--- src/error_flags_regs.svh ---
// Register offsets, bit positions and reset values of the error-flag bank
`ifndef ERROR_FLAGS_REGS_SVH
`define ERROR_FLAGS_REGS_SVH

// ----------------------------------------------------------------------
// Register byte offsets
// ----------------------------------------------------------------------
`define ERR_FLAG_OFFSET       12'h060
`define ERR_ACK_OFFSET        12'h064
`define ERR_CTRL_OFFSET       12'h050
`define ERR_IRQ_ADDR_LO       12'h068
`define ERR_IRQ_ADDR_HI       12'h06C
`define ERR_SYNDROME_OFFSET   12'h078
`define ERR_CONS_OFFSET       12'h07C

// ----------------------------------------------------------------------
// Bit positions
// ----------------------------------------------------------------------
`define BIT_CMD_ERR           0
`define BIT_EVQ_ABT           2
`define BIT_PRQ_ABT           3
`define BIT_SYNC_MSG          4
`define BIT_EVT_MSG           5
`define BIT_PRQ_MSG           6
`define BIT_GLB_MSG           7
`define BIT_SFM               8
`define BIT_CMDP              9
`define BIT_TLF               10
`define NUM_SRC               11
`define CTRL_IRQEN_BIT        0

// ----------------------------------------------------------------------
// Reset values
// ----------------------------------------------------------------------
`define FLAGS_RESET           11'h000
`define CTRL_RESET            1'h0
`define WORD_ZERO             32'h0000_0000
`define ADDR_LO_MASK          32'hFFFF_FFFC
`define ADDR_HI_MASK          32'h00FF_FFFF

`endif

--- src/error_flags_pkg.sv ---
// Types shared by the error-flag bank
`default_nettype none
package error_flags_pkg;
  typedef struct packed {
    logic [11:0] paddr;
    logic        psel;
    logic        penable;
    logic        pwrite;
    logic [31:0] pwdata;
  } apb_req_t;

  typedef struct packed {
    logic [31:0] prdata;
    logic        pready;
    logic        pslverr;
  } apb_rsp_t;

  typedef enum logic [1:0] {
    CMD_RUN  = 2'b00,
    CMD_HALT = 2'b01
  } cmd_state_t;
endpackage
`default_nettype wire

--- src/global_error_flags.sv ---
// Global error flag and acknowledge register bank with APB access
//
// Added by the designer: the APB register port.
`timescale 1ns/1ps
`default_nettype none
`include "error_flags_regs.svh"

module global_error_flags #(
  parameter bit          HAS_TABLE_LOOKUP = 1'b1,
  parameter bit          HAS_EXT_CMDQ     = 1'b1,
  parameter bit          HAS_MSG_IRQ      = 1'b1,
  parameter bit          HAS_PAGE_REQ     = 1'b1,
  parameter int unsigned SYNDROME_W       = 32,
  parameter int unsigned REASON_W         = 7
) (
  // Clock and reset
  input  wire logic                    mclk_in,
  input  wire logic                    rst_b_in,
  // APB slave
  input  wire error_flags_pkg::apb_req_t apb_req_in,
  output var  error_flags_pkg::apb_rsp_t apb_rsp_out,
  // Error events, one-cycle pulses from the rest of the unit
  input  wire logic                    table_fault_in,
  input  wire logic [SYNDROME_W-1:0]   table_syndrome_in,
  input  wire logic                    cmd_page_err_in,
  input  wire logic                    service_fail_in,
  input  wire logic                    service_exit_in,
  input  wire logic                    glb_msg_abort_in,
  input  wire logic                    pagereq_msg_abort_in,
  input  wire logic                    event_msg_abort_in,
  input  wire logic                    sync_msg_abort_in,
  input  wire logic                    pagereq_queue_abort_in,
  input  wire logic                    event_queue_abort_in,
  input  wire logic                    cmd_error_in,
  input  wire logic [REASON_W-1:0]     cmd_reason_in,
  // Status and control outputs
  output logic [`NUM_SRC-1:0]          error_active_out,
  output logic                         cmd_halt_out,
  output logic                         traffic_stop_out,
  output logic                         global_irq_out
);

  // --------------------------------------------------------------------
  // Feature mask: absent sources are reserved in both registers
  // --------------------------------------------------------------------
  logic [`NUM_SRC-1:0] impl_mask;
  assign impl_mask = {HAS_TABLE_LOOKUP, HAS_EXT_CMDQ, 1'b1,
                      HAS_MSG_IRQ, HAS_MSG_IRQ & HAS_PAGE_REQ,
                      HAS_MSG_IRQ, HAS_MSG_IRQ, HAS_PAGE_REQ,
                      1'b1, 1'b0, 1'b1};

  // --------------------------------------------------------------------
  // Storage
  // --------------------------------------------------------------------
  logic [`NUM_SRC-1:0]   error_flag_reg;
  logic [`NUM_SRC-1:0]   error_ack_reg;
  logic [`NUM_SRC-1:0]   ack_prev;
  logic                  global_irq_enable;
  logic [31:0]           irq_addr_lo;
  logic [31:0]           irq_addr_hi;
  logic [SYNDROME_W-1:0] table_fault_syndrome_reg;
  logic [REASON_W-1:0]   consumer_error_field;
  logic                  service_fail_mode;
  logic [`NUM_SRC-1:0]   raw_event;
  logic [`NUM_SRC-1:0]   source_active;
  logic [`NUM_SRC-1:0]   next_error_flag;
  logic [`NUM_SRC-1:0]   new_activation;
  logic [31:0]           rdata_q;

  assign raw_event = {table_fault_in, cmd_page_err_in, service_fail_in,
                      glb_msg_abort_in, pagereq_msg_abort_in,
                      event_msg_abort_in, sync_msg_abort_in,
                      pagereq_queue_abort_in, event_queue_abort_in,
                      1'b0, cmd_error_in};

  // --------------------------------------------------------------------
  // Toggle logic per source
  // --------------------------------------------------------------------
  genvar g;
  generate
    for (g = 0; g < `NUM_SRC; g++) begin : g_src
      assign source_active[g] = impl_mask[g] &
                                (error_flag_reg[g] ^ error_ack_reg[g]);
      assign next_error_flag[g] = impl_mask[g] &
                                  (error_flag_reg[g] ^
                                   (raw_event[g] & ~source_active[g]));
      assign new_activation[g] = (next_error_flag[g] ^ error_flag_reg[g]) &
                                 ~(error_ack_reg[g] ^ ack_prev[g]);
    end
  endgenerate

  assign error_active_out = source_active;

  // --------------------------------------------------------------------
  // APB decode
  // --------------------------------------------------------------------
  wire logic apb_access = apb_req_in.psel & apb_req_in.penable;
  wire logic apb_wr     = apb_access & apb_req_in.pwrite;
  wire logic hit_flag   = apb_req_in.paddr == `ERR_FLAG_OFFSET;
  wire logic hit_ack    = apb_req_in.paddr == `ERR_ACK_OFFSET;
  wire logic hit_ctrl   = apb_req_in.paddr == `ERR_CTRL_OFFSET;
  wire logic hit_alo    = apb_req_in.paddr == `ERR_IRQ_ADDR_LO;
  wire logic hit_ahi    = apb_req_in.paddr == `ERR_IRQ_ADDR_HI;
  wire logic hit_syn    = apb_req_in.paddr == `ERR_SYNDROME_OFFSET;
  wire logic hit_cons   = apb_req_in.paddr == `ERR_CONS_OFFSET;
  wire logic hit_any    = hit_flag | hit_ack | hit_ctrl | hit_alo |
                          hit_ahi | hit_syn | hit_cons;
  // Address register is guarded: writable only with the enable clear
  // present only with messages
  wire logic addr_wr_ok = HAS_MSG_IRQ & ~global_irq_enable;

  logic [31:0] read_mux;
  always_comb begin
    read_mux = `WORD_ZERO;
    if (hit_flag) begin
      read_mux[`NUM_SRC-1:0] = error_flag_reg;
    end else if (hit_ack) begin
      read_mux[`NUM_SRC-1:0] = error_ack_reg;
    end else if (hit_ctrl) begin
      read_mux[`CTRL_IRQEN_BIT] = global_irq_enable;
    end else if (hit_alo) begin
      read_mux = HAS_MSG_IRQ ? irq_addr_lo : `WORD_ZERO;
    end else if (hit_ahi) begin
      read_mux = HAS_MSG_IRQ ? irq_addr_hi : `WORD_ZERO;
    end else if (hit_syn) begin
      read_mux[SYNDROME_W-1:0] = HAS_TABLE_LOOKUP ?
                                 table_fault_syndrome_reg : '0;
    end else if (hit_cons) begin
      read_mux[REASON_W-1:0] = consumer_error_field;
    end
  end

  // --------------------------------------------------------------------
  // Register updates
  // --------------------------------------------------------------------
  always_ff @(posedge mclk_in or negedge rst_b_in) begin
    if (!rst_b_in) begin
      error_flag_reg    <= `FLAGS_RESET;
      error_ack_reg     <= `FLAGS_RESET;
      ack_prev          <= `FLAGS_RESET;
      global_irq_enable <= `CTRL_RESET;
      irq_addr_lo       <= `WORD_ZERO;
      irq_addr_hi       <= `WORD_ZERO;
    end else begin
      error_flag_reg <= next_error_flag;
      ack_prev       <= error_ack_reg;
      if (apb_wr && hit_ack) begin
        error_ack_reg <= apb_req_in.pwdata[`NUM_SRC-1:0] & impl_mask;
      end
      if (apb_wr && hit_ctrl) begin
        global_irq_enable <= apb_req_in.pwdata[`CTRL_IRQEN_BIT];
      end
      if (apb_wr && hit_alo && addr_wr_ok) begin
        irq_addr_lo <= apb_req_in.pwdata & `ADDR_LO_MASK;
      end
      if (apb_wr && hit_ahi && addr_wr_ok) begin
        irq_addr_hi <= apb_req_in.pwdata & `ADDR_HI_MASK;
      end
    end
  end

  // --------------------------------------------------------------------
  // Syndrome capture and command reason
  // --------------------------------------------------------------------
  always_ff @(posedge mclk_in or negedge rst_b_in) begin
    if (!rst_b_in) begin
      table_fault_syndrome_reg <= '0;
      consumer_error_field     <= '0;
    end else begin
      if (table_fault_in && HAS_TABLE_LOOKUP &&
          !source_active[`BIT_TLF]) begin
        table_fault_syndrome_reg <= table_syndrome_in;
      end
      if (cmd_error_in && !source_active[`BIT_CMD_ERR]) begin
        consumer_error_field <= cmd_reason_in;
      end
    end
  end

  // --------------------------------------------------------------------
  // Service failure mode and command halt
  // --------------------------------------------------------------------
  // Mode is left only by the dedicated exit strobe, never by acknowledge
  always_ff @(posedge mclk_in or negedge rst_b_in) begin
    if (!rst_b_in) begin
      service_fail_mode <= 1'b0;
    end else begin
      if (service_fail_in) begin
        service_fail_mode <= 1'b1;
      end else if (service_exit_in) begin
        service_fail_mode <= 1'b0;
      end
    end
  end

  assign traffic_stop_out = service_fail_mode;
  assign cmd_halt_out = source_active[`BIT_CMD_ERR] |
                        next_error_flag[`BIT_CMD_ERR] ^
                        error_flag_reg[`BIT_CMD_ERR] |
                        service_fail_mode;

  // --------------------------------------------------------------------
  // Interrupt pulse, one per cycle with any new activation, except on a source whose acknowledge bit changed the cycle before
  // --------------------------------------------------------------------
  // message abort flags only record; message writes are elsewhere
  always_ff @(posedge mclk_in or negedge rst_b_in) begin
    if (!rst_b_in) begin
      global_irq_out <= 1'b0;
    end else begin
      global_irq_out <= global_irq_enable & (|new_activation);
    end
  end

  // --------------------------------------------------------------------
  // APB response
  // --------------------------------------------------------------------
  // Read data is held in its own flop so the response struct has one driver
  always_ff @(posedge mclk_in or negedge rst_b_in) begin
    if (!rst_b_in) begin
      rdata_q <= `WORD_ZERO;
    end else if (apb_req_in.psel && !apb_req_in.penable) begin
      rdata_q <= read_mux;
    end
  end

  assign apb_rsp_out = '{prdata:  rdata_q,
                         pready:  1'b1,
                         pslverr: apb_access & ~hit_any};

endmodule
`default_nettype wire

--- config.mk ---
export PLATFORM = sky130hd
export DESIGN_NAME = global_error_flags
export DESIGN_NICKNAME = d
export VERILOG_FILES = /design/src/error_flags_pkg.sv /design/src/global_error_flags.sv
export VERILOG_INCLUDE_DIRS = /design/src
export SDC_FILE = /design/constraint.sdc
export NUM_CORES = 1
export LEC_CHECK = 0
export BUFFER_PORTS_ARGS = -buffer_cell sky130_fd_sc_hd__buf_2
export CAP_MARGIN = 15
export CELL_PAD_IN_SITES_DETAIL_PLACEMENT = 0
export CELL_PAD_IN_SITES_GLOBAL_PLACEMENT = 1
export CORE_ASPECT_RATIO = 1.75
export CORE_MARGIN = 1.5
export CORE_UTILIZATION = 25
export DETAILED_ROUTE_END_ITERATION = 12
export HOLD_SLACK_MARGIN = 0.06
export PLACE_DENSITY_LB_ADDON = 0.1
export REMOVE_ABC_BUFFERS = 1
export SLEW_MARGIN = 20
export SYNTH_ARGS = -nofsm -noshare
export SYNTH_HDL_FRONTEND = slang
export SYNTH_SLANG_ARGS = --single-unit
--- constraint.sdc ---
create_clock -name mclk_in -period 2.7 [get_ports mclk_in]
set_clock_uncertainty 0.2 [all_clocks]
set_input_delay 0.135 -clock mclk_in [delete_from_list [all_inputs] [get_ports mclk_in]]
set_output_delay 0.135 -clock mclk_in [all_outputs]
set_load 0.05 [all_outputs]
==> After elaboration in Yosys (flattened, before gate mapping) <==
Cells that the tools add are included.
{ "word_totals": {"ff_bits": 158, "inputBits": 99, "output_inout_bits": 48, "elab_cells": 139} }
{ "classes": {"eq_ne": 7, "mux": 13, "bitwise_logic": 94, "n_reduce_logical": 14} }
{ "ops": {"columns": ["operator", "n"], "rows": [
  ["$eq A12 B7 Y1 const B", 7],
  ["$mux W32", 2],
  ["$mux W21", 2],
  ["$xor A1 B1 Y1", 40],
  ["$mux W31", 1],
  ["$mux W25", 1],
  ["$and A1 B1 Y1", 24],
  ["$mux W11", 2],
  ["$not A1 Y1", 22],
  ["$mux W7", 2],
  ["$reduce_or A10 Y1", 1],
  ["$logic_and A1 B1 Y1", 9],
  ["$or A1 B1 Y1", 8],
  ["$logic_not A1 Y1", 3],
  ["$mux W1", 3],
  ["$reduce_bool A2 Y1", 1]
]} }

==> Longest topological paths before layout <==
{ "depth": {"depth_word": 9, "mapped_depth": 7, "mapped_depth_nobuf": 4} }

==> Worst setup path before layout <==
Ideal clock, no wire load.
{ "synth_timing": {"kind": "reg2reg", "startpoint": "register error_ack_reg[10]", "endpoint": "register table_fault_syndrome_reg[10]", "setup_ps": 125, "t_arrival_ps": 2382, "t_required_ps": 2375, "path_slack_ps": -7, "stages_incl_launch_ff": 6, "path_buffers": 2, "synth_period_minus_slack_ps": 2707, "path_cell_list": "dfrtp_1 xor2_1 or2_2 clkbuf_1 clkbuf_1 mux2_2"} }
{ "synth_via": {"elab_chain_len": 3} }
{ "synth_rtl": {"columns": ["element", "line_no", "source"], "rows": [
  ["from (decl)", "global_error_flags.sv:56", "logic [`NUM_SRC-1:0] error_ack_reg;"],
  ["from (signal assigned)", "global_error_flags.sv:139", "error_ack_reg <= `FLAGS_RESET;"],
  ["from (signal assigned)", "global_error_flags.sv:148", "error_ack_reg <= apb_req_in.pwdata[`NUM_SRC-1:0] & impl_mask;"],
  ["$xor A1 B1 Y1", "global_error_flags.sv:83", "(error_flag_reg[g] ^ error_ack_reg[g]);"],
  ["via error_active_out[10]", "global_error_flags.sv:37", "output logic [`NUM_SRC-1:0] error_active_out,"],
  ["$logic_not A1 Y1", "global_error_flags.sv:171", "!source_active[`BIT_TLF]) begin"],
  ["$logic_and A1 B1 Y1", "global_error_flags.sv:170", "if (table_fault_in && HAS_TABLE_LOOKUP &&"],
  ["to (signal assigned)", "global_error_flags.sv:172", "table_fault_syndrome_reg <= table_syndrome_in;"],
  ["to (decl)", "global_error_flags.sv:61", "logic [SYNDROME_W-1:0] table_fault_syndrome_reg;"]
]} }
The timed path passes the listed nets, and every way through them passes these cells.
A chain may end at the register's enable or synchronous reset.

==> Final worst setup path <==
{ "layout_timing": {"startpoint": "input apb_req_in[40] in the netlist's numbering", "endpoint": "register irq_addr_hi[9]"} }
{ "layout_via": {"elab_chain_len": 3} }
{ "layout_rtl": {"columns": ["element", "line_no", "source"], "rows": [
  ["from (decl)", "global_error_flags.sv:20", "input wire error_flags_pkg::apb_req_t apb_req_in,"],
  ["$eq A12 B7 Y1 (no source line)", null, null],
  ["$logic_and A1 B1 Y1 (2 in series)", "global_error_flags.sv:156", "if (apb_wr && hit_ahi && addr_wr_ok) begin"],
  ["to (signal assigned)", "global_error_flags.sv:143", "irq_addr_hi <= `WORD_ZERO;"],
  ["to (signal assigned)", "global_error_flags.sv:157", "irq_addr_hi <= apb_req_in.pwdata & `ADDR_HI_MASK;"],
  ["to (decl)", "global_error_flags.sv:60", "logic [31:0] irq_addr_hi;"]
]} }
No other way between the ends.

==> impl_metrics.json <==
{
  "numPortBuffers": 144,
  "setup_slack_ns": 0.2509,
  "routedWlPerCell_um": 19.23,
  "hold_path_class": "input pin to asynchronous set/reset pin",
  "startpoint_type": "input pin",
  "ant_nets": 0,
  "drtIter0Drc": 246,
  "post-route-util_pct": 34.62,
  "period_share_pct": 90.71,
  "dieHeight_um": 230.3,
  "cap_violations": 0,
  "status": "complete, no violations",
  "htree_levels": 4,
  "path_max_fanout": 12,
  "gr-total-overflow": 0,
  "area_growth_pct": 36.92,
  "io_pins": 147,
  "critPathKind": "input pin to register",
  "setup_viol": 0,
  "ys_seq_area_share_pct": 53.59,
  "firstDrtPassIters": 4,
  "dp_hpwl_um": 17160,
  "postCtsSetupBuffers": 0,
  "ys_async_sr_fraction_pct": 100.0,
  "crit_required_ns": 2.83,
  "syn_inst": 581,
  "clkLatencyLatePin_ns": 0.44,
  "die_w_um": 132.9,
  "syn_area_mm2": 0.007378,
  "antenna_found_initial": 2,
  "rows": 83,
  "avgSynthCellArea_um2": 12.70,
  "max_slew_margin_pct": 50.17,
  "worstPathArrival_ns": 2.58,
  "yosys-top-cells-area": "dfrtp_1 54%, mux2_2 9.9%, mux2_4 8.1%",
  "cts-root-buf": "clkbuf_16",
  "nFillCells": 2974,
  "cts.sinks": 158,
  "p_leak_nw": 4.879,
  "nets": 921,
  "synth.most_common_cell": "dfrtp_1",
  "p_per_area_mw_per_mm2": 554.1,
  "drt-total-wl_um": 23380,
  "place_congestion": 0.7499,
  "layout-drive-gt1-share_pct": 38.61,
  "avgViaCountPerCell": 4.536,
  "dpl_cell_area_mm2": 0.008650,
  "synth-main-ff-cell": "dfrtp_1",
  "ys_types": 54,
  "clockBufferDepth": 2,
  "yosys.area.top_type": "dfrtp_1",
  "initial_utilization_pct": 25.28,
  "p_total_mw": 5.597,
  "pre_cts_ws_ns": 0.2599,
  "ys_ff_latch": 158,
  "final-hold-violation-count": 0,
  "antenna_cells": 0,
  "hold_slack_ns": 0.1094,
  "cp-end-kind": "register",
  "die_area_mm2": 0.03059,
  "rsz0062_at_grt": "false",
  "min_period_ns": 2.449,
  "drc": 0,
  "cts.clk_slew.worst_paths_ns": 0.06,
  "grt_pass1_wl_um": 35880,
  "core_mm2": 0.02918,
  "grtUsageTotal_pct": 15.95,
  "synthTopCellsByCount": "158 x dfrtp_1, 65 x mux2_2, 40 x mux2_4",
  "design_area_mm2": 0.01010,
  "yosys_warnings": 0,
  "first_global_vias": 5996,
  "ir_worst_vdd_mv": 0.4323,
  "synth_top_area_share_pct": 53.59,
  "num_vias": 5516,
  "grt_start_max_net_pins": 75,
  "cts-buffers-inserted": 17,
  "worst_slew_pin_slew_ns": 0.7474,
  "final_max_slew_viol_count": 0,
  "synth_edf_count": 0,
  "cts_tree": "done",
  "timing.fmax_mhz": 408.3
}
-- worst paths after layout --
check	start	endpoint	slack, ns	depth (start not counted)
worst max-delay path	apb_req_in[40]	irq_addr_hi[9]	0.25	8
worst min-delay path	rst_b_in	irq_addr_hi[3]	0.11	2
worst max register to register	error_ack_reg[10]	table_fault_syndrome_reg[27]	0.74	4
worst min register to register	rdata_q[15]	rdata_q[15]	0.29	2
max in group asynchronous	rst_b_in	error_ack_reg[6]	1.32	3
min in group mclk_in	apb_req_in[35]	rdata_q[3]	0.13	5
-- critical path, cell delays in order --
cell           delay (ns)
dlygate4sd3_1        0.56
buf_2                0.21
nand4bb_4            0.18
buf_4                0.23
nor2_1               0.22
nor4bb_4             0.36
buf_4                0.30
mux2_2               0.37
-- per-layer routing --
layer  GRT usage, %  wire [µm]
met1          16.78       8798
met2          29.43      12860
met4          8.482        846
met3          3.329        862
met5              0         13
-- layout by cell type (no fill, tap or decap), types with 4 or more instances in the layout --
cell type	count
a2111oi_0	4
a211oi_1	6
a21boi_0	4
a21oi_1	12
a221oi_1	5
a22oi_1	21
a2bb2oi_1	5
and3_1	9
buf_2	143
buf_4	23
clkbuf_1	4
clkbuf_16	17
clkinv_2	4
dfrtp_1	158
dlygate4sd3_1	86
inv_1	15
mux2_2	65
mux2_4	40
mux2i_1	19
nand2_1	26
nand2b_1	25
nor2_1	22
nor2b_1	6
nor3_1	12
o211ai_1	5
o21ai_0	18
o221a_2	4
o31ai_1	13
xor2_1	12
-- final cells by class --
class | instances | area, µm² | share of cell area [%]
flip-flops and latches | 158 | 3954 | 39.14
multi-input cells | 374 | 3202 | 31.69
repair buffers | 256 | 1821 | 18.02
clock buffers | 24 | 481.7 | 4.768
well taps | 382 | 478.0 | 4.731
clock inverters | 7 | 110.1 | 1.090
inverters | 15 | 56.30 | 0.5573
-- cell families after synthesis --
| logic type | after synthesis | share of synthesized area (%) |
|---|---|---|
| multiplexers | 124 | 20.64 |
| other | 2 | 0.1018 |
| buffers and inverters | 49 | 3.256 |
| AO/OA/AOI/OAI | 107 | 10.48 |
| XOR/XNOR | 12 | 1.424 |
| flip-flops | 158 | 53.59 |
| AND/OR/NAND/NOR | 129 | 10.51 |
-- power by group --
group	internal [mW]	switching [mW]
logic	0.287	0.291
clock network	1.52	0.956
registers	2.48	0.0704
-- per-stage QoR --
stage	setup TNS (ns)	std cells
finish	0	1216
global route	0	1216
CTS	0	1216
detailed placement	0	1099
global placement	0	1099
floorplan	-37.45	547
-- timing repair --
item                      in CTS  in global routing
hold endpoints to repair     193                  0
hold buffers                  86                  0
gates resized for setup        0                  0
Note: power is estimated with default switching activity, not from simulation.
